`config.mk`:
```
export PLATFORM = sky130hd
export DESIGN_NAME = at3_timer
export DESIGN_NICKNAME = d
export VERILOG_FILES = /design/src/core/at3_pkg.sv /design/src/core/at3_timer.sv
export SDC_FILE = /design/constraint.sdc
export NUM_CORES = 1
export LEC_CHECK = 0
export BUFFER_PORTS_ARGS = -buffer_cell sky130_fd_sc_hd__buf_2
export CAP_MARGIN = 5
export CORE_AREA = 8 8 86 88
export CTS_CLUSTER_DIAMETER = 80
export CTS_CLUSTER_SIZE = 24
export DETAILED_ROUTE_END_ITERATION = 8
export DIE_AREA = 0 0 94 96
export PLACE_DENSITY = 0.74
export REMOVE_ABC_BUFFERS = 1
export SLEW_MARGIN = 20
export SYNTH_ARGS = -nofsm -noshare
export SYNTH_HDL_FRONTEND = slang
export SYNTH_SLANG_ARGS = --single-unit
```
`constraint.sdc`:
```
create_clock -name clk -period 3.9 [get_ports clk]
set_clock_uncertainty 0.15 [all_clocks]
set_input_delay 0.195 -clock clk [delete_from_list [all_inputs] [get_ports clk]]
set_output_delay 0.195 -clock clk [all_outputs]
set_load 0.03 [all_outputs]
```
`src/core/at3_pkg.sv`:
```
// package of the third auto-reload timer: register offsets, control bit
// positions, reset values and prescaler figures.
// assumes the register offsets are the special-function-register addresses.
package at3_pkg;
    // ------------------------------------------------------------------
    // register offsets
    // ------------------------------------------------------------------
    localparam logic [7:0] ADDR_CONTROL = 8'h91;
    localparam logic [7:0] ADDR_RELOAD_LOW = 8'h92;
    localparam logic [7:0] ADDR_RELOAD_HIGH = 8'h93;
    localparam logic [7:0] ADDR_COUNT_LOW = 8'h94;
    localparam logic [7:0] ADDR_COUNT_HIGH = 8'h95;

    // ------------------------------------------------------------------
    // control register bit positions
    // ------------------------------------------------------------------
    localparam int BIT_HIGH_OVERFLOW = 7;
    localparam int BIT_LOW_OVERFLOW = 6;
    localparam int BIT_LOW_INT_ENABLE = 5;
    localparam int BIT_SPLIT = 3;
    localparam int BIT_RUN = 2;
    localparam int BIT_EXT_CLOCK = 0;

    // ------------------------------------------------------------------
    // reset values
    // ------------------------------------------------------------------
    localparam logic [7:0] RESET_CONTROL = 8'h00;
    localparam logic [7:0] RESET_RELOAD = 8'h00;
    localparam logic [7:0] RESET_COUNT = 8'h00;
    localparam logic [7:0] BYTE_MAX = 8'hFF;

    // ------------------------------------------------------------------
    // prescalers
    // ------------------------------------------------------------------
    localparam int SYS_DIVIDE = 12;
    localparam int EXT_DIVIDE = 8;
endpackage

```
`src/core/at3_timer.sv`:
```
// third timer: 16-bit auto-reload or two 8-bit auto-reload counters with
// overflow flags, register access on the special-function-register bus.
// assumes clk is the system clock; ext_osc comes from another clock domain.
// a write to a count byte wins over the increment of that byte in the same clock.
// reading both count bytes of a running 16-bit counter may see a carry between reads.
//
// Function
// - split bit 0 gives one 16-bit counter, 1 gives two 8-bit counters.
// - 16-bit wrap from ffff loads the reload pair and sets high flag.
// - 16-bit mode: every full overflow requests interrupt when enabled.
// - 16-bit mode: low-byte wrap also interrupts when low-byte enable set.
// - split mode: each byte reloads from its own reload byte on overflow.
// - run bit gates whole 16-bit counter; in split only high byte.
// - per byte in split mode (16-bit uses the low select only): system clock if select set, else divide-12 or ext/8.
// - external divide-by-8 tick is synchronised to the system clock.
// - split mode: each byte's wrap sets its own overflow flag.
// - split: high overflow interrupts; with low enable, either byte does.
// - hardware never clears flags; software clears and inspects both.
// - low flag sets on every low-byte wrap in either mode.
// - control bits four and one read zero and ignore writes.
// - count bytes form one counter in 16-bit mode, separate in split.
module at3_timer (
    input wire logic clk,
    input wire logic reset,
    input wire logic [7:0] sfr_addr,
    input wire logic sfr_wr,
    input wire logic [7:0] sfr_wdata,
    input wire logic high_byte_clock_select,
    input wire logic low_byte_clock_select,
    input wire logic timer_interrupt_enable,
    input wire logic ext_osc,
    output logic [7:0] sfr_rdata,
    output logic irq
);
    // ------------------------------------------------------------------
    // state
    // ------------------------------------------------------------------
    typedef struct packed {
        logic high_overflow_flag;
        logic low_overflow_flag;
        logic low_byte_interrupt_enable;
        logic split_mode_select;
        logic run_control;
        logic external_clock_select;
        logic [7:0] reload_low;
        logic [7:0] reload_high;
        logic [7:0] count_low;
        logic [7:0] count_high;
        logic [3:0] sys_div;
        logic ext_meta;
        logic ext_sync;
        logic ext_prev;
        logic [2:0] ext_div;
        logic ext_tick;
        logic [7:0] rdata;
        logic irq;
    } at3_state_t;

    at3_state_t s;
    at3_state_t next_s;

    // ------------------------------------------------------------------
    // helpers
    // ------------------------------------------------------------------
    logic sys_tick;
    logic ext_step;
    logic ext_div_tick;
    logic [3:0] sys_div_next;
    logic [2:0] ext_div_next;
    logic tick_low;
    logic tick_high;
    logic low_wrap;
    logic high_wrap;
    logic [7:0] low_plus_one;
    logic [7:0] high_plus_one;
    logic [7:0] low_stepped;
    logic [7:0] high_stepped;
    logic inc_low;
    logic inc_high;
    logic set_low_flag;
    logic set_high_flag;
    logic wr_ctl;
    logic [7:0] ctl_read;

    assign sfr_rdata = s.rdata;
    assign irq = s.irq;

    // ------------------------------------------------------------------
    // clock source dividers
    // ------------------------------------------------------------------
    // divide-by-12 runs free from reset, so its phase is unrelated to writes
    at3_modulo_step #(
        .WIDTH(4),
        .COUNT(at3_pkg::SYS_DIVIDE)
    ) i_sys_divider (
        .count(s.sys_div),
        .step(1'b1),
        .next_count(sys_div_next),
        .tick(sys_tick)
    );

    // one step per rising edge of the synchronised oscillator
    assign ext_step = s.ext_sync && !s.ext_prev;

    at3_modulo_step #(
        .WIDTH(3),
        .COUNT(at3_pkg::EXT_DIVIDE)
    ) i_ext_divider (
        .count(s.ext_div),
        .step(ext_step),
        .next_count(ext_div_next),
        .tick(ext_div_tick)
    );

    // ------------------------------------------------------------------
    // byte steppers, shared by both modes
    // ------------------------------------------------------------------
    at3_byte_step #(
        .WIDTH(8),
        .MAX(at3_pkg::BYTE_MAX)
    ) i_low_step (
        .count(s.count_low),
        .reload(s.reload_low),
        .wrap(low_wrap),
        .plus_one(low_plus_one),
        .stepped(low_stepped)
    );

    at3_byte_step #(
        .WIDTH(8),
        .MAX(at3_pkg::BYTE_MAX)
    ) i_high_step (
        .count(s.count_high),
        .reload(s.reload_high),
        .wrap(high_wrap),
        .plus_one(high_plus_one),
        .stepped(high_stepped)
    );

    always_comb begin
        next_s = s;
        wr_ctl = sfr_wr && (sfr_addr == at3_pkg::ADDR_CONTROL);

        // --------------------------------------------------------------
        // clock sources
        // --------------------------------------------------------------
        next_s.sys_div = sys_div_next;
        // first stage feeds only the second stage
        next_s.ext_meta = ext_osc;
        next_s.ext_sync = s.ext_meta;
        next_s.ext_prev = s.ext_sync;
        next_s.ext_div = ext_div_next;
        next_s.ext_tick = ext_div_tick;
        tick_low = low_byte_clock_select ? 1'b1
                 : (s.external_clock_select ? s.ext_tick : sys_tick);
        tick_high = high_byte_clock_select ? 1'b1
                  : (s.external_clock_select ? s.ext_tick : sys_tick);

        // --------------------------------------------------------------
        // counting
        // --------------------------------------------------------------
        set_low_flag = 1'b0;
        set_high_flag = 1'b0;
        if (s.split_mode_select) begin
            inc_low = tick_low;
            inc_high = tick_high && s.run_control;
            if (inc_low) begin
                next_s.count_low = low_stepped;
                set_low_flag = low_wrap;
            end
            if (inc_high) begin
                next_s.count_high = high_stepped;
                set_high_flag = high_wrap;
            end
        end else begin
            inc_low = tick_low && s.run_control;
            inc_high = inc_low && low_wrap;
            if (inc_low) begin
                set_low_flag = low_wrap;
                if (low_wrap && high_wrap) begin
                    next_s.count_low = s.reload_low;
                    next_s.count_high = s.reload_high;
                    set_high_flag = 1'b1;
                end else begin
                    next_s.count_low = low_plus_one;
                    next_s.count_high = inc_high ? high_plus_one : s.count_high;
                end
            end
        end

        // --------------------------------------------------------------
        // register writes; a write wins over counting for its byte
        // --------------------------------------------------------------
        if (sfr_wr) begin
            unique case (sfr_addr)
                at3_pkg::ADDR_RELOAD_LOW: next_s.reload_low = sfr_wdata;
                at3_pkg::ADDR_RELOAD_HIGH: next_s.reload_high = sfr_wdata;
                at3_pkg::ADDR_COUNT_LOW: next_s.count_low = sfr_wdata;
                at3_pkg::ADDR_COUNT_HIGH: next_s.count_high = sfr_wdata;
                at3_pkg::ADDR_CONTROL: begin
                    // bits four and one are not stored
                    next_s.low_byte_interrupt_enable = sfr_wdata[at3_pkg::BIT_LOW_INT_ENABLE];
                    next_s.split_mode_select = sfr_wdata[at3_pkg::BIT_SPLIT];
                    next_s.run_control = sfr_wdata[at3_pkg::BIT_RUN];
                    next_s.external_clock_select = sfr_wdata[at3_pkg::BIT_EXT_CLOCK];
                end
                default: begin
                end
            endcase
        end
        // flags only clear by write; a same-cycle set wins
        next_s.high_overflow_flag = set_high_flag
            || (wr_ctl ? sfr_wdata[at3_pkg::BIT_HIGH_OVERFLOW] : s.high_overflow_flag);
        next_s.low_overflow_flag = set_low_flag
            || (wr_ctl ? sfr_wdata[at3_pkg::BIT_LOW_OVERFLOW] : s.low_overflow_flag);

        // --------------------------------------------------------------
        // interrupt request and read data
        // --------------------------------------------------------------
        // irq follows the enabled flags, so it stays up until software clears them or an enable drops
        next_s.irq = timer_interrupt_enable && (next_s.high_overflow_flag
            || (next_s.low_byte_interrupt_enable && next_s.low_overflow_flag));

        ctl_read = 8'h00;
        ctl_read[at3_pkg::BIT_HIGH_OVERFLOW] = s.high_overflow_flag;
        ctl_read[at3_pkg::BIT_LOW_OVERFLOW] = s.low_overflow_flag;
        ctl_read[at3_pkg::BIT_LOW_INT_ENABLE] = s.low_byte_interrupt_enable;
        ctl_read[at3_pkg::BIT_SPLIT] = s.split_mode_select;
        ctl_read[at3_pkg::BIT_RUN] = s.run_control;
        ctl_read[at3_pkg::BIT_EXT_CLOCK] = s.external_clock_select;
        unique case (sfr_addr)
            at3_pkg::ADDR_CONTROL: next_s.rdata = ctl_read;
            at3_pkg::ADDR_RELOAD_LOW: next_s.rdata = s.reload_low;
            at3_pkg::ADDR_RELOAD_HIGH: next_s.rdata = s.reload_high;
            at3_pkg::ADDR_COUNT_LOW: next_s.rdata = s.count_low;
            at3_pkg::ADDR_COUNT_HIGH: next_s.rdata = s.count_high;
            default: next_s.rdata = 8'h00;
        endcase
    end

    always_ff @(posedge clk) begin
        if (reset) begin
            s <= '0;
            s.high_overflow_flag <= at3_pkg::RESET_CONTROL[at3_pkg::BIT_HIGH_OVERFLOW];
            s.low_overflow_flag <= at3_pkg::RESET_CONTROL[at3_pkg::BIT_LOW_OVERFLOW];
            s.low_byte_interrupt_enable <= at3_pkg::RESET_CONTROL[at3_pkg::BIT_LOW_INT_ENABLE];
            s.split_mode_select <= at3_pkg::RESET_CONTROL[at3_pkg::BIT_SPLIT];
            s.run_control <= at3_pkg::RESET_CONTROL[at3_pkg::BIT_RUN];
            s.external_clock_select <= at3_pkg::RESET_CONTROL[at3_pkg::BIT_EXT_CLOCK];
            s.reload_low <= at3_pkg::RESET_RELOAD;
            s.reload_high <= at3_pkg::RESET_RELOAD;
            s.count_low <= at3_pkg::RESET_COUNT;
            s.count_high <= at3_pkg::RESET_COUNT;
        end else begin
            s <= next_s;
        end
    end
endmodule

// ----------------------------------------------------------------------
// one counter byte: increment, wrap detect and auto-reload value
// ----------------------------------------------------------------------
module at3_byte_step #(
    parameter int WIDTH = 8,
    parameter logic [WIDTH-1:0] MAX = {WIDTH{1'b1}}
) (
    input wire logic [WIDTH-1:0] count,
    input wire logic [WIDTH-1:0] reload,
    output logic wrap,
    output logic [WIDTH-1:0] plus_one,
    output logic [WIDTH-1:0] stepped
);
    assign wrap = (count == MAX);
    assign plus_one = count + WIDTH'(1);
    // the reload value is read at the wrap itself, never latched early
    assign stepped = wrap ? reload : plus_one;
endmodule

// ----------------------------------------------------------------------
// modulo counter step: next count and a tick on the last count
// ----------------------------------------------------------------------
module at3_modulo_step #(
    parameter int WIDTH = 4,
    parameter int COUNT = 12
) (
    input wire logic [WIDTH-1:0] count,
    input wire logic step,
    output logic [WIDTH-1:0] next_count,
    output logic tick
);
    localparam logic [WIDTH-1:0] LAST = WIDTH'(COUNT - 1);

    assign tick = step && (count == LAST);
    always_comb begin
        next_count = count;
        if (tick) begin
            next_count = {WIDTH{1'b0}};
        end else if (step) begin
            next_count = count + WIDTH'(1);
        end
    end
endmodule

```
==> reports/summary.json <==
{
  "cts_htree_levels": 3,
  "postCtsSetupRepairBufs": 0,
  "vias_per_cell": 6.360,
  "setup_repair_after_global_routing_missed_its_margin": "false",
  "io_pins": 32,
  "worst_hold_slack_ns": 0.01902,
  "critical-path-slowest-cell": "sky130_fd_sc_hd__nor4_4",
  "area_growth_syn_to_layout_pct": 9.175,
  "post-route-drc-count": 0,
  "synth_area_sq_um": 3259,
  "antenna_found_initial": 0,
  "regToRegStartpoint": "s[28]",
  "postcts_resize_cnt": 0,
  "power_density_nw_per_um2": 333.8,
  "wire_length_of_the_first_global_routing_pass_mm": 14.70,
  "gp_congestion": 0.9550,
  "slew_headroom_pct": 36.38,
  "place.port_buffers": 31,
  "critPathCaptureType": "register",
  "final_max_slew_viol_count": 0,
  "worst_ep_required_time_ns": 3.94,
  "cts.hold.buffers_added": 5,
  "n_antenna_cell": 0,
  "design.final.nets": 456,
  "ys_warn_count": 0,
  "first_global_vias": 3004,
  "die_x_um": 94,
  "share_of_flip_flops_with_an_asynchronous_set_or_reset_after_synthesis_pct": 0,
  "post-route-min-period_ns": 2.634,
  "max_slew.worst_pin.slew_ns": 0.9543,
  "remaining_number_of_nets_flagged_by_the_antenna_check_after_routing": 0,
  "placeableCoreArea_sq_um": 6096,
  "hold_viol_final": 0,
  "drv.max_cap_violation_count": 0,
  "hpwlAfterDp_mm": 6.238,
  "clockRootBuffer": "sky130_fd_sc_hd__clkbuf_8",
  "detailroute.via_count": 3231,
  "status": "completed",
  "effective_utilization_at_floorplan_pct": 53.47,
  "hold_path.class": "in -> reg",
  "synth_top_family_by_area": "simple AND/OR/NAND/NOR gates",
  "placement.setup.worst_slack_ns": 1.335,
  "fillers": 593,
  "cts_tree": "done",
  "post_synthesis_xor_xnor_area_fraction_pct": 0.5374,
  "finalCoreUtilization_pct": 58.37,
  "fmax_ghz": 0.3797,
  "postSynthCellCount": 407,
  "cpLargestDelayFamily": "simple AND/OR/NAND/NOR gates",
  "gr-total-overflow": 0,
  "synth.distinct_cells": 65,
  "reg2reg_setup_slack_ns": 1.27,
  "worst_ep_arrival_time_ns": 2.67,
  "whs_path_depth": 3,
  "synth_enable_flop_cells": 0,
  "clock_path_buffers": 2,
  "synth_seq_cells": 58,
  "final_critical_path_setup_slack_ns": 1.266,
  "cts.reportedPaths.clkPinSlew_ns": 0.06,
  "finalSetupViolations": 0,
  "die_area_sq_um": 9024,
  "synthTopCellsByCount": "sky130_fd_sc_hd__nand2_1 (60), sky130_fd_sc_hd__dfxtp_1 (58), sky130_fd_sc_hd__a21oi_1 (46), sky130_fd_sc_hd__nor2_1 (32), sky130_fd_sc_hd__nand3_1 (26)",
  "synth_top_cell_area_share_pct": 35.62,
  "cts-buffers-inserted": 9,
  "path_class": "reg -> reg",
  "cp-start-kind": "register",
  "synth_sequential_area_ratio_pct": 35.62,
  "syn_area_per_cell_sq_um": 8.008,
  "synth-compound-area-share_pct": 24.26,
  "dominantRegCellSynth": "sky130_fd_sc_hd__dfxtp_1",
  "timing.critical_path.fanout_max": 10,
  "most_frequent_cp_cell": "sky130_fd_sc_hd__a211oi_1",
  "design_power_total_w": 0.001188,
  "slowest_delay_ns": 0.63,
  "path_cells": "ha_1, nand4_2, nor4_4, mux2i_1, a211oi_1, a211oi_1, nor3_1",
  "layout_worst_path_cycle_share_pct": 67.54,
  "detailed_route_wl_mm": 8.955,
  "regToRegEndpoint": "s[29]",
  "synthMuxAreaShare_pct": 2.150,
  "synth_area_leader_cell": "sky130_fd_sc_hd__dfxtp_1",
  "synthSimpleGateAreaFrac_pct": 28.25,
  "adder_cell_area_share_of_the_yosys_netlist_pct": 1.919,
  "yosys.cell_count.top_type": "sky130_fd_sc_hd__nand2_1",
  "p_leak_nw": 1.258,
  "grt_util_all_layers_pct": 20.85,
  "grt_max_degree": 51,
  "row_count": 29,
  "cts.sinks": 58,
  "initialDrtViolationCount": 333,
  "chipHeight_um": 96,
  "final_total_negative_setup_slack_ns": 0,
  "detailedRoute.firstPassIterationCount": 5,
  "hold_path.startpoint": "sfr_wdata[7]",
  "cp_num_buf_inv": 0,
  "worst-r2r-cell-count": 7,
  "layout-drive-gt1-share_pct": 14.85,
  "peakVddDrop_mv": 0.1806,
  "worstSkewPairLatency_ns": 0.34,
  "hold_end": "s[51]",
  "wl_per_cell_um": 17.63,
  "synth.area.top_cells": "sky130_fd_sc_hd__dfxtp_1 (36%), sky130_fd_sc_hd__a21oi_1 (7.1%), sky130_fd_sc_hd__nand2_1 (6.9%)"
}
==> cell usage in the layout, fill, tap and decap left out, types with 6 or more instances in the layout <==
cell | Yosys | routed
sky130_fd_sc_hd__a211oi_1 | 7 | 7
sky130_fd_sc_hd__a21oi_1 | 46 | 46
sky130_fd_sc_hd__a22oi_1 | 16 | 16
sky130_fd_sc_hd__a31oi_1 | 11 | 11
sky130_fd_sc_hd__buf_2 | 2 | 31
sky130_fd_sc_hd__clkbuf_8 | 2 | 9
sky130_fd_sc_hd__dfxtp_1 | 58 | 58
sky130_fd_sc_hd__mux2i_1 | 7 | 7
sky130_fd_sc_hd__nand2_1 | 60 | 60
sky130_fd_sc_hd__nand3_1 | 26 | 26
sky130_fd_sc_hd__nor2_1 | 32 | 32
sky130_fd_sc_hd__nor3_1 | 8 | 8
sky130_fd_sc_hd__nor3b_1 | 6 | 6
sky130_fd_sc_hd__o211ai_1 | 6 | 6
sky130_fd_sc_hd__o21ai_0 | 11 | 11
==> how the worst max path moves through the flow <==
stage                     endpoint         from  cells past startpoint  slack [ns]
final                        s[29]        s[28]                      7        1.27
after global placement       s[29]        s[28]                      7        1.45
after detailed placement     s[29]        s[28]                      7        1.34
after CTS                    s[29]        s[28]                      7        1.32
after floorplan                irq  sfr_addr[6]                      6        1.21
after global routing         s[29]        s[28]                      7        1.04
==> layer usage <==
layer	global-route usage, %	vias up	part of all wire, %
met2	34.25	157	47
met5	0	-	0
li1	-	1531	-
met1	25.43	1515	43
met4	11.49	0	3.0
met3	3.666	28	6.9
==> power by group <==
group | internal, W | switching (W) | leakage (nW)
Combinational | 0.0000247 | 0.0000424 | 0.697
Clock | 0.000284 | 0.000231 | 0.0918
Sequential | 0.000599 | 0.00000668 | 0.468
Total | 0.000908 | 0.000280 | 1.26
==> cells by family (layout without fill, tap and decap cells) <==
logic type | count (synthesis) | after routing
xor gates and xnor gates | 2 | 2
AOI/OAI and AO/OA | 123 | 123
buffers and inverters | 36 | 60
adders and majority gates | 5 | 5
DFF | 58 | 58
muxes | 7 | 7
and+or+nand+nor | 176 | 176
==> final cells by class <==
| class | instances | area (sq um) | share of cell area [%] |
|---|---|---|---|
| multi-input cells | 313 | 1867 | 52.46 |
| flip-flops and latches | 58 | 1161 | 32.63 |
| repair buffers | 41 | 242.7 | 6.821 |
| clock buffers | 10 | 127.6 | 3.586 |
| well taps | 77 | 96.34 | 2.707 |
| clock inverters | 4 | 45.04 | 1.266 |
| inverters | 5 | 18.77 | 0.5274 |
==> worst min-delay path, stage by stage <==
cell and delay (ns):
sky130_fd_sc_hd__buf_2 0.14, sky130_fd_sc_hd__nand3_1 0.07, sky130_fd_sc_hd__a21oi_1 0.05
==> state kept, by name (all words and copies together), names as in the netlist <==
register and flops:
ctl_read 6, next_s 2, irq 1, s 41
sfr_rdata 8
==> metrics by stage <==
stage	instance area, sq um	std cells
2_1_floorplan	3042	376
6_report	3558	508
5_1_grt	3558	508
4_1_cts	3553	508
3_3_place_gp	3331	489
3_5_place_dp	3331	489
No activity file was read; power rests on OpenSTA's default activity.
